<file path="config.mk">
export PLATFORM = sky130hd
export DESIGN_NAME = irq_flag_bank
export DESIGN_NICKNAME = d
export VERILOG_FILES = /design/src/rtl/irq_bank_pkg.sv /design/src/rtl/irq_flag_bank.sv
export SDC_FILE = /design/constraint.sdc
export NUM_CORES = 1
export LEC_CHECK = 0
export ABC_CLOCK_PERIOD_IN_PS = 1900
export BUFFER_PORTS_ARGS = -buffer_cell sky130_fd_sc_hd__buf_2
export CAP_MARGIN = 5
export CORE_ASPECT_RATIO = 1.2
export CORE_MARGIN = 2
export CORE_UTILIZATION = 50
export CTS_CLUSTER_DIAMETER = 60
export DETAILED_ROUTE_END_ITERATION = 16
export HOLD_SLACK_MARGIN = 0.02
export PLACE_DENSITY = 0.84
export SKIP_CTS_REPAIR_TIMING = 1
export SYNTH_ARGS = -nofsm -noshare
export SYNTH_HDL_FRONTEND = slang
export SYNTH_SLANG_ARGS = --single-unit
</file>
<file path="constraint.sdc">
create_clock -name clk_sys_i -period 1.9 [get_ports clk_sys_i]
set_clock_uncertainty 0.2 [all_clocks]
set_input_delay 0 -clock clk_sys_i [delete_from_list [all_inputs] [get_ports clk_sys_i]]
set_output_delay 0 -clock clk_sys_i [all_outputs]
set_load 0.02 [all_outputs]
</file>
<file path="src/rtl/irq_bank_pkg.sv">
// Constants, register map and carrier types of the interrupt flag/enable bank
package irq_bank_pkg;
  localparam int ADDR_W = 8;
  localparam int NUM_CTRL = 5;
  localparam int NUM_GRP = 6;
  localparam int EVT_W = 8;

  // Byte offsets on the register bus
  localparam logic [7:0] OFS_EDGE = 8'h00;
  localparam logic [7:0] OFS_CTRL_A = 8'h04;
  localparam logic [7:0] OFS_CTRL_B = 8'h08;
  localparam logic [7:0] OFS_CTRL_C = 8'h0c;
  localparam logic [7:0] OFS_CTRL_D = 8'h10;
  localparam logic [7:0] OFS_HALL = 8'h14;
  localparam logic [7:0] OFS_EVT_STAT = 8'h18;
  localparam logic [7:0] OFS_EVT_MASK = 8'h1c;

  // Array index of each flag/enable register
  localparam int IDX_A = 0;
  localparam int IDX_B = 1;
  localparam int IDX_C = 2;
  localparam int IDX_D = 3;
  localparam int IDX_HALL = 4;
  localparam logic [NUM_CTRL-1:0][7:0] CTRL_OFS =
    {OFS_HALL, OFS_CTRL_D, OFS_CTRL_C, OFS_CTRL_B, OFS_CTRL_A};

  // Implemented bits; all others read zero
  localparam logic [7:0] MASK_EDGE = 8'h03;
  localparam logic [NUM_CTRL-1:0][7:0] CTRL_MASK = {8'h77, 8'hff, 8'hff, 8'hee, 8'h7f};
  localparam logic [7:0] RST_REG = 8'h00;
  localparam logic [1:0] RST_EDGE = 2'h0;

  // Bit positions
  localparam int BIT_GLOBAL_EN = 0;
  localparam int BIT_GRP0_E = 1;
  localparam int BIT_GRP0_F = 4;
  localparam int BIT_EXT0_F = 5;
  localparam int BIT_CMP0_F = 6;
  localparam int BIT_GRP1_E = 1;
  localparam int BIT_GRP1_F = 5;
  localparam int BIT_LVD_F = 6;
  localparam int BIT_OCP_F = 7;
  localparam int BIT_RSVD_HI = 4;
  localparam int BIT_RSVD_LO = 0;
  localparam int BIT_UART_E = 0;
  localparam int BIT_EE_E = 1;
  localparam int BIT_UART_F = 4;
  localparam int BIT_EE_F = 5;
  localparam int BIT_GRP6_F = 6;
  localparam int BIT_TB_E = 3;
  localparam int BIT_TB_F = 7;
  localparam int BIT_HALL_F = 4;
  localparam int BIT_HALL_E = 0;

  // External interrupt 0 edge codes
  localparam logic [1:0] EDGE_OFF = 2'h0;
  localparam logic [1:0] EDGE_RISE = 2'h1;
  localparam logic [1:0] EDGE_FALL = 2'h2;
  localparam logic [1:0] EDGE_BOTH = 2'h3;

  // Event status bit positions
  localparam int EVT_CMP0 = 0;
  localparam int EVT_EXT0 = 1;
  localparam int EVT_OCP = 2;
  localparam int EVT_LVD = 3;
  localparam int EVT_TB = 4;
  localparam int EVT_EE = 5;
  localparam int EVT_UART = 6;
  localparam int EVT_HALL = 7;

  typedef struct packed {
    logic psel;
    logic penable;
    logic pwrite;
    logic [ADDR_W-1:0] paddr;
    logic [31:0] pwdata;
  } apb_req_t;

  typedef struct packed {
    logic [31:0] prdata;
    logic pready;
    logic pslverr;
  } apb_rsp_t;

  // One-cycle request pulses from the sources
  typedef struct packed {
    logic cmp0;
    logic ocp;
    logic lvd;
    logic timebase;
    logic eeprom;
    logic uart;
    logic [2:0] hall;
    logic [NUM_GRP-1:0] group;
  } src_evt_t;
endpackage : irq_bank_pkg

</file>
<file path="src/rtl/irq_flag_bank.sv">
// Interrupt request flag and enable register bank with APB access
// How it works
// - Edge code selects off, rise, fall, both
// - Comparator zero flag in first register bit6
// - External zero flag in first register bit5
// - Bit0 of first register gates the core request only, not irq_o
// - Group zero flag bit4, enable bit1
// - Overcurrent flag in second register bit7
// - Group one flag bit5, enable bit1
// - Groups five..two flags 7..4, enables 3..0
// - Timebase flag bit7, enable bit3, fourth register
// - Eeprom flag bit5, enable bit1, fourth register
// - Serial flag bit4, enable bit0, fourth register
// - Unimplemented bits always read zero
// - Hall flags bits 4..6, enables 0..2
`timescale 1ns/1ns
module irq_flag_bank (
  // Clock and reset
  input wire logic clk_sys_i,
  input wire logic sys_rst_i,
  // Register bus
  input wire irq_bank_pkg::apb_req_t apb_req_i,
  output irq_bank_pkg::apb_rsp_t apb_rsp_o,
  // Sources
  input wire logic external_irq_zero_input_i,
  input wire irq_bank_pkg::src_evt_t src_evt_i,
  // Interrupt outputs
  output logic core_irq_o,
  output logic irq_o
);
  import irq_bank_pkg::*;

  logic [7:0] ctrl_ff [NUM_CTRL];
  logic [7:0] nxt_ctrl [NUM_CTRL];
  logic [7:0] ctrl_set [NUM_CTRL];
  logic [1:0] edge_ff;
  logic [1:0] nxt_edge;
  logic ext_prev_ff;
  logic [EVT_W-1:0] evt_stat_ff;
  logic [EVT_W-1:0] nxt_evt_stat;
  logic [EVT_W-1:0] evt_mask_ff;
  logic [EVT_W-1:0] nxt_evt_mask;
  logic [EVT_W-1:0] evt_in;
  apb_rsp_t rsp_ff;
  apb_rsp_t nxt_rsp;
  logic core_irq_ff;
  logic nxt_core_irq;
  logic irq_ff;
  logic nxt_irq;
  logic setup;
  logic wr_en;
  logic ext_rise;
  logic ext_fall;
  logic ext_trig;
  logic grp0_set;
  logic pend;

  assign setup = apb_req_i.psel & ~apb_req_i.penable;
  // Write lands only at the access edge that sees pready
  assign wr_en = apb_req_i.psel & apb_req_i.penable & rsp_ff.pready & apb_req_i.pwrite;

  // Input is taken as synchronous; one flop gives the previous level
  assign ext_rise = external_irq_zero_input_i & ~ext_prev_ff;
  assign ext_fall = ~external_irq_zero_input_i & ext_prev_ff;

  always_comb begin
    unique case (edge_ff)
      EDGE_OFF: ext_trig = 1'b0;
      EDGE_RISE: ext_trig = ext_rise;
      EDGE_FALL: ext_trig = ext_fall;
      EDGE_BOTH: ext_trig = ext_rise | ext_fall;
    endcase
  end

  // Group zero is fed by its enabled hall flags, not the raw hall pulses
  assign grp0_set = |(ctrl_ff[IDX_HALL][BIT_HALL_F+2:BIT_HALL_F] &
                      ctrl_ff[IDX_HALL][BIT_HALL_E+2:BIT_HALL_E]);

  // Hardware set vectors, one per register
  always_comb begin
    for (int k = 0; k < NUM_CTRL; k++) begin
      ctrl_set[k] = RST_REG;
    end
    ctrl_set[IDX_A][BIT_CMP0_F] = src_evt_i.cmp0;
    ctrl_set[IDX_A][BIT_EXT0_F] = ext_trig;
    ctrl_set[IDX_A][BIT_GRP0_F] = grp0_set;
    ctrl_set[IDX_B][BIT_OCP_F] = src_evt_i.ocp;
    ctrl_set[IDX_B][BIT_LVD_F] = src_evt_i.lvd;
    ctrl_set[IDX_B][BIT_GRP1_F] = src_evt_i.group[0];
    ctrl_set[IDX_C][7:4] = src_evt_i.group[4:1];
    ctrl_set[IDX_D][BIT_TB_F] = src_evt_i.timebase;
    ctrl_set[IDX_D][BIT_GRP6_F] = src_evt_i.group[5];
    ctrl_set[IDX_D][BIT_EE_F] = src_evt_i.eeprom;
    ctrl_set[IDX_D][BIT_UART_F] = src_evt_i.uart;
    ctrl_set[IDX_HALL][BIT_HALL_F+2:BIT_HALL_F] = src_evt_i.hall;
  end

  // Flag/enable registers; a source set beats a clearing write
  for (genvar i = 0; i < NUM_CTRL; i++) begin : g_ctrl
    always_comb begin
      nxt_ctrl[i] = ctrl_ff[i];
      if (wr_en && apb_req_i.paddr == CTRL_OFS[i]) begin
        nxt_ctrl[i] = apb_req_i.pwdata[7:0];
      end
      nxt_ctrl[i] = (nxt_ctrl[i] | ctrl_set[i]) & CTRL_MASK[i];
    end

    always_ff @(posedge clk_sys_i) begin
      if (sys_rst_i) begin
        ctrl_ff[i] <= RST_REG;
      end else begin
        ctrl_ff[i] <= nxt_ctrl[i];
      end
    end
  end

  // Edge select and event status/mask
  assign evt_in = {|src_evt_i.hall, src_evt_i.uart, src_evt_i.eeprom, src_evt_i.timebase,
                   src_evt_i.lvd, src_evt_i.ocp, ext_trig, src_evt_i.cmp0};

  always_comb begin
    nxt_edge = edge_ff;
    nxt_evt_mask = evt_mask_ff;
    nxt_evt_stat = evt_stat_ff;
    if (wr_en && apb_req_i.paddr == OFS_EDGE) begin
      nxt_edge = apb_req_i.pwdata[1:0];
    end
    if (wr_en && apb_req_i.paddr == OFS_EVT_MASK) begin
      nxt_evt_mask = apb_req_i.pwdata[EVT_W-1:0];
    end
    if (wr_en && apb_req_i.paddr == OFS_EVT_STAT) begin
      nxt_evt_stat = evt_stat_ff & ~apb_req_i.pwdata[EVT_W-1:0];
    end
    // Set after clear so a same-cycle event is kept
    nxt_evt_stat = nxt_evt_stat | evt_in;
  end

  always_ff @(posedge clk_sys_i) begin
    if (sys_rst_i) begin
      edge_ff <= RST_EDGE;
      ext_prev_ff <= 1'b0;
      evt_stat_ff <= '0;
      evt_mask_ff <= '0;
    end else begin
      edge_ff <= nxt_edge;
      ext_prev_ff <= external_irq_zero_input_i;
      evt_stat_ff <= nxt_evt_stat;
      evt_mask_ff <= nxt_evt_mask;
    end
  end

  // Request to the core; flag and enable pairs per register
  always_comb begin
    pend = |(ctrl_ff[IDX_A][BIT_CMP0_F:BIT_GRP0_F] & ctrl_ff[IDX_A][BIT_CMP0_F-3:BIT_GRP0_E]);
    pend = pend | |(ctrl_ff[IDX_B][7:5] & ctrl_ff[IDX_B][3:1]);
    pend = pend | |(ctrl_ff[IDX_C][7:4] & ctrl_ff[IDX_C][3:0]);
    pend = pend | |(ctrl_ff[IDX_D][7:4] & ctrl_ff[IDX_D][3:0]);
    nxt_core_irq = ctrl_ff[IDX_A][BIT_GLOBAL_EN] & pend;
    nxt_irq = |(evt_stat_ff & evt_mask_ff);
  end

  // Read data captured in setup so pready and prdata come from flops
  always_comb begin
    nxt_rsp = '0;
    if (setup) begin
      nxt_rsp.pready = 1'b1;
      unique case (apb_req_i.paddr)
        OFS_EDGE: nxt_rsp.prdata[7:0] = {6'h00, edge_ff};
        OFS_CTRL_A: nxt_rsp.prdata[7:0] = ctrl_ff[IDX_A];
        OFS_CTRL_B: nxt_rsp.prdata[7:0] = ctrl_ff[IDX_B];
        OFS_CTRL_C: nxt_rsp.prdata[7:0] = ctrl_ff[IDX_C];
        OFS_CTRL_D: nxt_rsp.prdata[7:0] = ctrl_ff[IDX_D];
        OFS_HALL: nxt_rsp.prdata[7:0] = ctrl_ff[IDX_HALL];
        OFS_EVT_STAT: nxt_rsp.prdata[EVT_W-1:0] = evt_stat_ff;
        OFS_EVT_MASK: nxt_rsp.prdata[EVT_W-1:0] = evt_mask_ff;
        default: nxt_rsp.pslverr = 1'b1;
      endcase
    end
  end

  always_ff @(posedge clk_sys_i) begin
    if (sys_rst_i) begin
      rsp_ff <= '0;
      core_irq_ff <= 1'b0;
      irq_ff <= 1'b0;
    end else begin
      rsp_ff <= nxt_rsp;
      core_irq_ff <= nxt_core_irq;
      irq_ff <= nxt_irq;
    end
  end

  assign apb_rsp_o = rsp_ff;
  assign core_irq_o = core_irq_ff;
  assign irq_o = irq_ff;

  logic wr_a;
  logic wr_d;
  assign wr_a = wr_en && apb_req_i.paddr == OFS_CTRL_A;
  assign wr_d = wr_en && apb_req_i.paddr == OFS_CTRL_D;
endmodule : irq_flag_bank

</file>
Yosys cells after proc, flatten, opt, wreduce, memory -nomap -nowiden
Memory sizes are Yosys's and may differ from the RTL's.
Cells that the tools add are included.
{"block": "op_classes", "eq_ne": 10, "muxes": 18, "bitwise": 34, "n_reduce_logical": 19}
{"op": "8-bit 2-to-1 mux", "n": 9}
{"op": "8-bit one-hot mux with 8 select lines", "n": 1}
{"op": "8-bit by 5-bit == test with 1-bit output (second input constant)", "n": 4}
{"op": "8-bit OR", "n": 4}
{"op": "8-bit AND", "n": 2}
{"op": "8-bit by 4-bit == test with 1-bit output (second input constant)", "n": 2}
{"op": "8-bit OR reduction", "n": 2}
{"op": "7-bit 2-to-1 mux", "n": 2}
{"op": "7-bit OR", "n": 2}
{"op": "3-bit OR reduction", "n": 4}
{"op": "3-bit AND", "n": 3}
{"op": "1-bit OR", "n": 9}
{"op": "4-bit AND", "n": 2}
{"op": "8-bit by 3-bit == test with 1-bit output (second input constant)", "n": 1}
{"op": "1-bit logical AND", "n": 8}
{"op": "8-bit logical NOT", "n": 1}
{"op": "8-bit NOT", "n": 1}
{"op": "4-bit OR reduction", "n": 2}
{"op": "1-bit AND", "n": 7}
{"op": "2-bit == test (second input constant)", "n": 2}
{"op": "1-bit 2-to-1 mux", "n": 4}
{"op": "1-bit NOT", "n": 4}
{"op": "1-bit one-hot mux with 4 select lines", "n": 1}
{"op": "2-bit by 1-bit == test with 1-bit output (second input constant)", "n": 1}
{"op": "other kinds (3)", "n": 3}
{"block": "word_totals", "reg_bits": 55, "ramBits": 40, "in_bits": 61, "output_inout_bits": 36, "wordCells": 92, "n_memories": 1}
{"name": "ctrl_ff", "depth": 5, "word_bits": 8, "read_ports": 5, "rd_clocked_by_memory_dff": 0, "write_ports": 5, "line_no": "irq_flag_bank.sv:33", "rtl": "logic [7:0] ctrl_ff [NUM_CTRL];"}

Depth between registers and ports, before layout
Gate-level depths: netlist (run 1).
{"block": "depth", "depth_word": 7, "mapped_depth": 6, "ltp_nobuf": 6}

Least setup slack after synthesis (run 1)
OpenSTA, ideal clock, no wires.
{"block": "synth_timing", "kind": "register -> register", "startpoint": "register rsp_ff (netlist bit apb_rsp_o[1])", "endpoint": "memory ctrl_ff[2][4]", "setup_time_ns": 0.132, "arrival_time_ns": 1.399, "slack_ns": 0.169, "path_stages_with_launch": 6, "n_path_buf": 1, "path_cell_list": "dfxtp_1 -> and4_1 -> buf_2 -> nand4_2 -> mux2i_1 -> a21oi_1"}
{"item": "from (decl)", "line_no": "irq_flag_bank.sv:44", "rtl": "apb_rsp_t rsp_ff;"}
{"item": "from (signal assigned)", "line_no": "irq_flag_bank.sv:187", "rtl": "rsp_ff <= nxt_rsp;"}
{"item": "to (decl)", "line_no": "irq_flag_bank.sv:33"}

==> key figures, run 1 <==
Outcome
  – Status: finished with violations
  – Violated checks: negative hold slack

Power
  – Clock power frac: 0.438
  – Sw Pwr: between 0.0007 and 0.0008 W
  – Pleak: around 2 nW
  – Sw Ratio: 0.244
  – Maximum vdd drop: 429 uV
  – Part of the power in registers: 0.458
  – Cell area power density: around 790 nW/um2
  – Internal power: 0.00240 W
  – Combinational share of power: 0.105

Global routing
  – Pin count of the biggest net entering global routing: 57
  – Grt total ovfl: 0
  – Gr usage total: 0.230
  – Vias in the first global route: ~2500
  – First-pass GRT wire length: roughly 12 mm
  – Initial antenna violation count: 0

Logic synthesis
  – Yosys top cell area share: 0.411
  – Yosys warns: 0
  – Post-synth EDFFs: 0
  – FF+latch count, synth: 66
  – Post-synthesis cell type count: 44
  – Cell area after synthesis: 3220 um2
  – Synth Flop Type: dfxtp_1
  – Synth area leaders: dfxtp_1 41%, mux2i_1 15%, buf_4 6.1%
  – Seq/Total Area, Yosys: 0.411
  – Syn Inst Count: 333
  – Asr flop ratio synth: 0
  – Cell taking the most area after synthesis: dfxtp_1
  – Syn_area_per_cell: roughly 9.7 um2

Placed design
  – Gpl congestion: slightly above 0.9
  – Placed insts: 460
  – Setup WS pre-CTS: approximately 0.049 ns
  – Post-DP HPWL: around 5.8 mm
  – IO buf count: between 40 and 50
  – DP Area: approximately 3500 um2

Floorplan
  – Area of the die: approximately 7000 um2
  – I/O pin count: just under 100
  – Die H: roughly 90 um
  – Core area: around 6300 um2
  – # rows: 32
  – Die W: between 70 and 80 um
  – Starting Density: 0.509

Worst setup path
  – Arrival time worst endpoint: between 1.5 and 2 ns
  – CP Class: reg -> reg
  – CP startpoint kind: register
  – Crit path largest cell delay: about 0.36 ns
  – Reg-to-reg slack, setup: between 0.07 and 0.08 ns
  – Reg-to-Reg Start: apb_rsp_o[1]
  – CP required: 1.91 ns
  – Capture point of the worst reg-to-reg path: ctrl_ff[4][4]
  – FF-to-FF path depth: 5
  – Slowest-stage cell, CP: and4_2
  – Critical path endpoint category: register
  – CP max FO: 7
  – Worst path cell trace: and4_2 -> buf_4 -> nand4_2 -> mux2i_1 -> a21oi_1

Timing
  – Fmax: 0.549 GHz
  – Setup TNS: 0 ns
  – Fin crit share: 0.959
  – Final setup margin: ~0.078 ns
  – Worst-Margin Slew: ~0.57 ns
  – Final hold violation count: 1
  – Pins Over Slew Limit: 0
  – Hold_ws: -0.0448 ns
  – Final Setup Violations: 0
  – Minimum clock period: ~1.8 ns
  – Max_slew headroom: 0.617
  – RSZ-0062 raised after global routing: false

Clock tree
  – CTS Buf Count: 9
  – Htree depth: 3
  – Max clock buf depth: 2
  – Worst-skew pair later-pin latency: 0.35 ns
  – Clock root buffer: clkbuf_8
  – Clk sinks: 66
  – CTS tree: built
  – Clock-pin slew on the worst setup and hold paths: roughly 0.08 ns

Layout
  – Final net count: 482
  – Fin cells: between 500 and 600
  – Commonest non-fill, non-tap cell in the layout: dfxtp_1
  – Fraction of layout cells with a size suffix above 1: 0.222
  – Final instance area: ~4000 um2
  – Most frequent cells in the layout: 66 x dfxtp_1, 48 x mux2i_1, 48 x buf_2
  – Antenna Cells: 0
  – Area grow syn2layout: 25.5%
  – Fillers: between 500 and 600

Drt
  – Remaining DRCs: 0
  – Vias per cell: between 5 and 6
  – Routed WL: roughly 8.6 mm
  – Final ANT Viol Nets: 0
  – Drt pass-1 iters: 6
  – WL per Instance: 16.9 um
  – Initial drt markers: ~380
  – Routed vias: between 2000 and 3000

Min path
  – Hold Path Sink: apb_rsp_o[8]
  – Hold_sp: apb_req_i[36]
  – Worst hold stages: 4
  – HP Class: in -> reg

Job
  – MaxCap Viol Count: 0
==> area by class of cell <==
class                      instances  area [um2]  area share
clock buffer                      12         165      0.0409
multi-input combinational        228        1630       0.405
inverter                          21        78.8      0.0195
timing repair buffer              93         661       0.164
tap                               85         106      0.0263
sequential                        66        1320       0.327
clock inverter                     4        72.6      0.0180
==> routing by layer <==
metal  share of wire  vias to the layer above  global-route usage
met3           0.069                       46              0.0551
met2            0.49                      162               0.378
met1            0.38                     1331               0.268
li1                -                     1312                   -
met5               0                        -                   0
met4           0.055                        0               0.144
==> sequential cells by signal, indices dropped and copies added, names as in the netlist <==
signal and flops:
edge_ff 2, ctrl_ff 35, evt_stat_ff 8, irq_o 1
ext_prev_ff 1, apb_rsp_o 10, evt_mask_ff 8, core_irq_o 1
==> how the worst max path moves through the flow <==
| stage | startpoint | to | slack [ns] | cells past startpoint |
|---|---|---|---|---|
| floorplan | apb_rsp_o[1] | ctrl_ff[2][4] | 0.17 | 5 |
| global placement | apb_rsp_o[1] | ctrl_ff[1][5] | 0.09 | 5 |
| detailed placement | apb_rsp_o[1] | ctrl_ff[1][7] | 0.05 | 5 |
| CTS | apb_rsp_o[1] | ctrl_ff[1][7] | 0.03 | 5 |
| global route | apb_rsp_o[1] | ctrl_ff[4][5] | 0.03 | 5 |
| finish | apb_rsp_o[1] | ctrl_ff[4][4] | 0.08 | 5 |
==> cells in the mapped netlist, types with 2 or more instances <==
library cell and number:
nor2_1 43, buf_1 2, a22o_1 3, a222oi_1 2
nand3_1 4, clkbuf_1 7, a41oi_1 3, buf_2 3
and2_1 2, dfxtp_1 66, nor3b_1 3, buf_4 26
a21oi_1 26, a221oi_1 5, a22oi_1 6, mux2_2 4
nand4_2 4, ha_1 2, o21ai_0 9, mux2i_1 48
buf_6 2, inv_1 21, nor3_1 7, nand2_1 5
nand4_1 2, a211oi_1 6, mux4_2 5
==> stage by stage <==
step	power, W	util
CTS	0.00312	0.586
floorplan	0.00169	-
global placement	0.00175	0.548
global route	0.00328	0.638
detailed placement	0.00176	0.548
finish	0.00318	0.638
==> logic make-up (layout without fill, tap and decap cells) <==
group / Yosys count / count (layout) / share of synthesized area
and+or+nand+nor: 80 / 80 / 0.142
AOI/OAI and AO/OA: 65 / 65 / 0.131
DFF: 66 / 66 / 0.411
adders and majority gates: 2 / 2 / 0.00777
buffers and inverters: 62 / 130 / 0.109
other: 1 / 24 / 0.00117
muxes: 57 / 57 / 0.198
==> power groups by stage <==
stage,clock (W),sequential (W),combinational [W]
final,0.00139,0.00146,0.000333
after detailed placement,0,0.00149,0.000271
after global placement,0,0.00148,0.000263
after CTS,0.00139,0.00145,0.000272
after floorplan,0,0.00147,0.000217
after global routing,0.00146,0.00146,0.000360
==> critical path, delay by kind of cell, from the launching register on <==
family          cells  cell delay [ns]
simple gates        2             0.63
flops               1             0.34
mux                 1             0.26
buf+inv             1             0.16
compound gates      1             0.09
(Power assumes the default switching activity.)
==> inputs of run 2 (changes only) <==
--- a/config.mk
+++ b/config.mk
@@ -8,7 +8,7 @@
 export ABC_CLOCK_PERIOD_IN_PS = 1900
 export BUFFER_PORTS_ARGS = -buffer_cell sky130_fd_sc_hd__buf_2
 export CAP_MARGIN = 5
-export CORE_ASPECT_RATIO = 1.2
+export CORE_ASPECT_RATIO = 2
 export CORE_MARGIN = 2
 export CORE_UTILIZATION = 50
 export CTS_CLUSTER_DIAMETER = 60
==> key figures, run 2 (synthesis gave the netlist of run 1 again) <==
Worst setup path
  – CP max FO: 9 (+2)
  – Crit path largest cell delay: 0.41 ns (+0.05 ns)
  – CP startpoint kind: register
  – Slowest-stage cell, CP: nand4_2
  – Worst path cell trace: and4_1 -> buf_4 -> nand4_2 -> mux2i_1 -> a21oi_1
  – Critical path endpoint category: register
  – CP required: 1.89 ns (-0.02 ns)
  – Arrival time worst endpoint: 1.84 ns (about the same)
  – CP Class: reg -> reg

Layout
  – Final net count: 476 (-1.2%)
  – Biggest register: ctrl_ff
  – Commonest non-fill, non-tap cell in the layout: dfxtp_1
  – Most frequent cells in the layout: 66 x dfxtp_1, 48 x mux2i_1, 48 x buf_2
  – Core Util, Final: 0.645 (+0.00689)
  – Fraction of layout cells with a size suffix above 1: 0.213 (-0.00827)
  – Max reg flops: 35 (unchanged)
  – Area grow syn2layout: 25.5% (unchanged)
  – Antenna Cells: 0 (unchanged)
  – Fin cells: 503 (-1.2%)
  – Final instance area: 4040 um2 (unchanged)

Clock tree
  – CTS Buf Count: 9 (unchanged)
  – Worst-skew pair later-pin latency: 0.33 ns (-0.02 ns)
  – CTS tree: built
  – Clock-pin slew on the worst setup and hold paths: 0.06 ns (-0.02 ns)
  – Max clock buf depth: 2 (unchanged)
  – Htree depth: 3 (unchanged)
  – Clock root buffer: clkbuf_16
  – Clk sinks: 66 (unchanged)

Min path
  – HP Class: in -> reg

Floorplan
  – Area of the die: 7130 um2 (+0.52%)
  – I/O pin count: 97 (unchanged)
  – Starting Density: 0.514 (+0.00549)
  – Die W: 60.7 um (-21%)
  – Core area: 6260 um2 (-1.1%)
  – Die H: 117 um (+28%)
  – # rows: 41 (+28%)

Global routing
  – Vias in the first global route: 2509 (+0.28%)
  – Initial antenna violation count: 0 (unchanged)
  – Grt total ovfl: 0 (unchanged)
  – Gr usage total: 0.253 (+0.0227)
  – First-pass GRT wire length: 13.1 mm (+4.9%)
  – Pin count of the biggest net entering global routing: 57 (unchanged)

Job
  – MaxCap Viol Count: 0 (unchanged)

Timing
  – Setup TNS: 0 ns (unchanged)
  – Worst-Margin Slew: 0.572 ns (-0.00294 ns)
  – Fmax: 0.539 GHz (-1.8%)
  – Minimum clock period: 1.85 ns (+0.0329 ns)
  – Max_slew headroom: 0.619 (+0.00196)
  – Final setup margin: 0.0455 ns (-0.0329 ns)
  – Fin crit share: 0.976 (+0.0173)
  – Pins Over Slew Limit: 0 (unchanged)
  – Final Setup Violations: 0 (unchanged)
  – Final hold violation count: 1 (unchanged)
  – Hold_ws: -0.0458 ns (-0.000979 ns)

Drt
  – Remaining DRCs: 0 (unchanged)
  – Vias per cell: 5.55 (-0.97%)
  – Final ANT Viol Nets: 0 (unchanged)
  – Initial drt markers: 215 (-43%)
  – Routed vias: 2790 (-2.1%)
  – Drt pass-1 iters: 5 (-1)
  – Routed WL: 9.07 mm (+5.7%)
  – WL per Instance: 18.0 um (+7.0%)

Power
  – Cell area power density: 835 nW/um2 (+6.0%)
  – Pleak: 2.04 nW (+0.13%)
  – Maximum vdd drop: 527 uV (+23%)

Outcome
  – Violated checks: negative hold slack
  – Status: finished with violations

Placed design
  – Setup WS pre-CTS: 0.121 ns (+0.0717 ns)
  – Post-DP HPWL: 6.40 mm (+11%)
  – DP Area: 3450 um2 (-0.61%)
  – IO buf count: 48 (unchanged)
  – Gpl congestion: 0.898 (-2.7%)
  – Placed insts: 458 (-0.43%)
## run 2: changes by cell type in the layout (fill, tap and decap cells not counted), sizes merged
cell         previous run  this run
buf                    60        57
bufinv                  2         0
clkbuf                 12        13
clkinv                  1         2
clkinvlp                1         0
dlygate4sd3            33        30
## run 2: area by class of cell
type                            count  area, um2
Clock inverter                      2       10.0
Fill cell                         513       2220
Sequential cell                    66       1320
Tap cell                           86        108
Timing Repair Buffer               87        608
Inverter                           21       78.8
Multi-Input combinational cell    228       1630
Clock buffer                       13        280
## run 2: critical path, delay by kind of cell (launching register included)
kind	cells	cell delay, ns
AND/OR/NAND/NOR	2	0.60
flip-flops	1	0.34
multiplexers	1	0.29
buffers and inverters	1	0.19
AO/OA/AOI/OAI	1	0.09
## run 2: where the power goes
group	total (W)	switching [W]	internal, W
Sequential	0.00146	0.0000402	0.00142
Clock	0.00158	0.000571	0.00101
Combinational	0.000328	0.000192	0.000136
## run 2: worst paths after layout
kind / slack (ns) / startpoint / to / depth (start not counted)
min reg2reg: 0.30 / ctrl_ff[0][0] / ctrl_ff[0][0] / 2
max reg2reg: 0.05 / apb_rsp_o[1] / ctrl_ff[2][6] / 5
min: -0.05 / apb_req_i[33] / apb_rsp_o[0] / 3
max: 0.05 / apb_rsp_o[1] / ctrl_ff[2][6] / 5
## run 2: stage by stage
stage	hold WS (ns)	power, W
floorplan	-0.105	0.00169
global placement	0.0142	0.00175
detailed placement	0.0245	0.00176
CTS	-0.317	0.00333
global route	0.0211	0.00348
finish	-0.0458	0.00337
## run 2: routing by layer
metal / vias to the layer above / GRT usage / share of wire
met4: 0 / 0.170 / 0.068
li1: 1299 / - / -
met3: 36 / 0.0462 / 0.060
met1: 1316 / 0.267 / 0.34
met2: 139 / 0.427 / 0.53
met5: - / 0 / 0
==> inputs of run 3 (changes only) <==
--- a/config.mk
+++ b/config.mk
@@ -10,11 +10,11 @@
 export CAP_MARGIN = 5
 export CORE_ASPECT_RATIO = 2
 export CORE_MARGIN = 2
-export CORE_UTILIZATION = 50
+export CORE_UTILIZATION = 51
 export CTS_CLUSTER_DIAMETER = 60
 export DETAILED_ROUTE_END_ITERATION = 16
 export HOLD_SLACK_MARGIN = 0.02
-export PLACE_DENSITY = 0.84
+export PLACE_DENSITY = 0.85
 export SKIP_CTS_REPAIR_TIMING = 1
 export SYNTH_ARGS = -nofsm -noshare
 export SYNTH_HDL_FRONTEND = slang
==> key figures, run 3 (synthesis gave the netlist of run 1 again) <==
Outcome
  – Status: finished, final reports clean

Global routing
  – Initial antenna violation count: 0 (unchanged)
  – Pin count of the biggest net entering global routing: 57 (unchanged)
  – Grt total ovfl: 0 (unchanged)
  – Gr usage total: 0.248 (-0.00456)
  – Vias in the first global route: 2525 (+0.64%)
  – First-pass GRT wire length: 12.7 mm (-3.3%)

Worst setup path
  – CP Class: in -> reg
  – CP max FO: 11 (+2)
  – Critical path endpoint category: register
  – Arrival time worst endpoint: 1.81 ns (-0.03 ns)
  – FF-to-FF path depth: 4 (-1)
  – CP required: 1.89 ns (about the same)
  – CP startpoint kind: input pin

Layout
  – Commonest non-fill, non-tap cell in the layout: dfxtp_1
  – Flip-flop and latch area: 1320 um2 (unchanged)
  – Final net count: 476 (unchanged)
  – Final instance area: 4050 um2 (+0.15%)
  – Area grow syn2layout: 25.7%
  – Multi-input logic area: 1630 um2 (about the same)
  – Most frequent cells in the layout: 66 x dfxtp_1, 48 x mux2i_1, 48 x buf_2
  – Antenna Cells: 0 (unchanged)
  – Fraction of layout cells with a size suffix above 1: 0.212 (-0.00189)
  – Fillers: 487 (-5.1%)
  – Biggest register: ctrl_ff
  – Core Util, Final: 0.652 (+0.00634)
  – Max reg flops: 35 (unchanged)

Drt
  – Initial drt markers: 242 (+13%)
  – WL per Instance: 16.4 um (-8.9%)
  – Remaining DRCs: 0 (unchanged)
  – Vias per cell: 5.48 (-1.2%)
  – Drt pass-1 iters: 5 (unchanged)
  – Routed WL: 8.25 mm (-9.1%)
  – Routed vias: 2751 (-1.4%)
  – Final ANT Viol Nets: 0 (unchanged)

Power
  – Sw Ratio: 0.230 (-0.00769)
  – Pleak: 2.04 nW (about the same)
  – Combinational share of power: 0.095 (-0.002)
  – Internal power: 0.00262 W (+2.1%)
  – Clock power frac: 0.477 (+0.008)
  – Cell area power density: 843 nW/um2 (+0.90%)
  – Sw Pwr: 0.000785 W (-2.2%)
  – Part of the power in registers: 0.428 (-0.006)
  – Maximum vdd drop: 617 uV (+17%)

Floorplan
  – Die W: 60.2 um (-0.92%)
  – Area of the die: 7000 um2 (-1.9%)
  – # rows: 41 (unchanged)
  – Starting Density: 0.518 (+0.00425)
  – Core area: 6210 um2 (-0.82%)
  – Die H: 116 um (-0.95%)
  – I/O pin count: 97 (unchanged)

Clock tree
  – Max clock buf depth: 2 (unchanged)
  – Htree depth: 3 (unchanged)
  – CTS Buf Count: 9 (unchanged)
  – Clock root buffer: clkbuf_16
  – Clock-pin slew on the worst setup and hold paths: 0.05 ns (about the same)
  – CTS tree: built
  – Clk sinks: 66 (unchanged)
  – Worst-skew pair later-pin latency: 0.33 ns (about the same)

Timing
  – Minimum clock period: 1.82 ns (-0.0323 ns)
  – Final hold violation count: 0 (-1)
  – Setup TNS: 0 ns (unchanged)
  – RSZ-0062 raised after global routing: false
  – Max_slew headroom: 0.603 (-0.0160)
  – Fmax: 0.549 GHz (+1.8%)
  – Worst-Margin Slew: 0.596 ns (+0.0239 ns)
  – Fin crit share: 0.959 (-0.0170)
  – Pins Over Slew Limit: 0 (unchanged)
  – Final Setup Violations: 0 (unchanged)

Placed design
  – IO buf count: 48 (unchanged)
  – DP Area: 3430 um2 (-0.44%)
  – Post-DP HPWL: 5.56 mm (-13%)
  – Gpl congestion: 0.951 (+5.9%)

Min path
  – Worst hold stages: 4 (+1)
  – HP Class: in -> reg

Job
  – MaxCap Viol Count: 0 (unchanged)
run 3: final cells by class:
type | count | share of cell area
Multi-Input combinational cell | 228 | 0.404
Timing Repair Buffer | 87 | 0.151
Tap cell | 86 | 0.0266
Clock inverter | 3 | 0.00990
Sequential cell | 66 | 0.327
Inverter | 21 | 0.0195
Clock buffer | 11 | 0.0625
run 3: worst paths after layout:
path / slack, ns / endpoint / startpoint
worst max register to register: 0.08 / ctrl_ff[2][6] / apb_rsp_o[1]
worst max-delay path: 0.08 / ctrl_ff[2][6] / apb_req_i[38]
worst min-delay path: 0.0002 / apb_rsp_o[8] / sys_rst_i
worst min register to register: 0.31 / ctrl_ff[0][0] / ctrl_ff[0][0]
run 3: metrics by stage:
stage | total power (W) | hold slack (ns) | std cells | worst slack (ns)
floorplan | 0.00169 | -0.105 | 356 | 0.169
global placement | 0.00175 | 0.000319 | 456 | 0.0691
detailed placement | 0.00175 | 0.0105 | 456 | 0.0455
CTS | 0.00336 | -0.331 | 470 | 0.0311
global route | 0.00354 | 0.0244 | 502 | 0.00932
finish | 0.00341 | 0.000232 | 502 | 0.0778
run 3: power groups by stage:
stage	clock network (W)	logic [W]	registers, W
6_report	0.00163	0.000324	0.00146
4_1_cts	0.00163	0.000270	0.00146
5_1_grt	0.00172	0.000353	0.00146
3_3_place_gp	0	0.000263	0.00148
2_1_floorplan	0	0.000217	0.00147
3_5_place_dp	0	0.000268	0.00149
run 3: metal layers:
metal | vias to the layer above | global-route usage | share of wire
met5 | - | 0 | 0
met4 | 0 | 0.157 | 0.052
met3 | 31 | 0.0642 | 0.079
li1 | 1299 | - | -
met1 | 1285 | 0.298 | 0.37
met2 | 136 | 0.384 | 0.50
run 3: critical path, cell delays in order:
cell,delay [ns]
dlygate4sd3_1,0.53
buf_2,0.12
nor3_1,0.15
buf_4,0.23
nand4_2,0.40
mux2i_1,0.30
a21oi_1,0.08
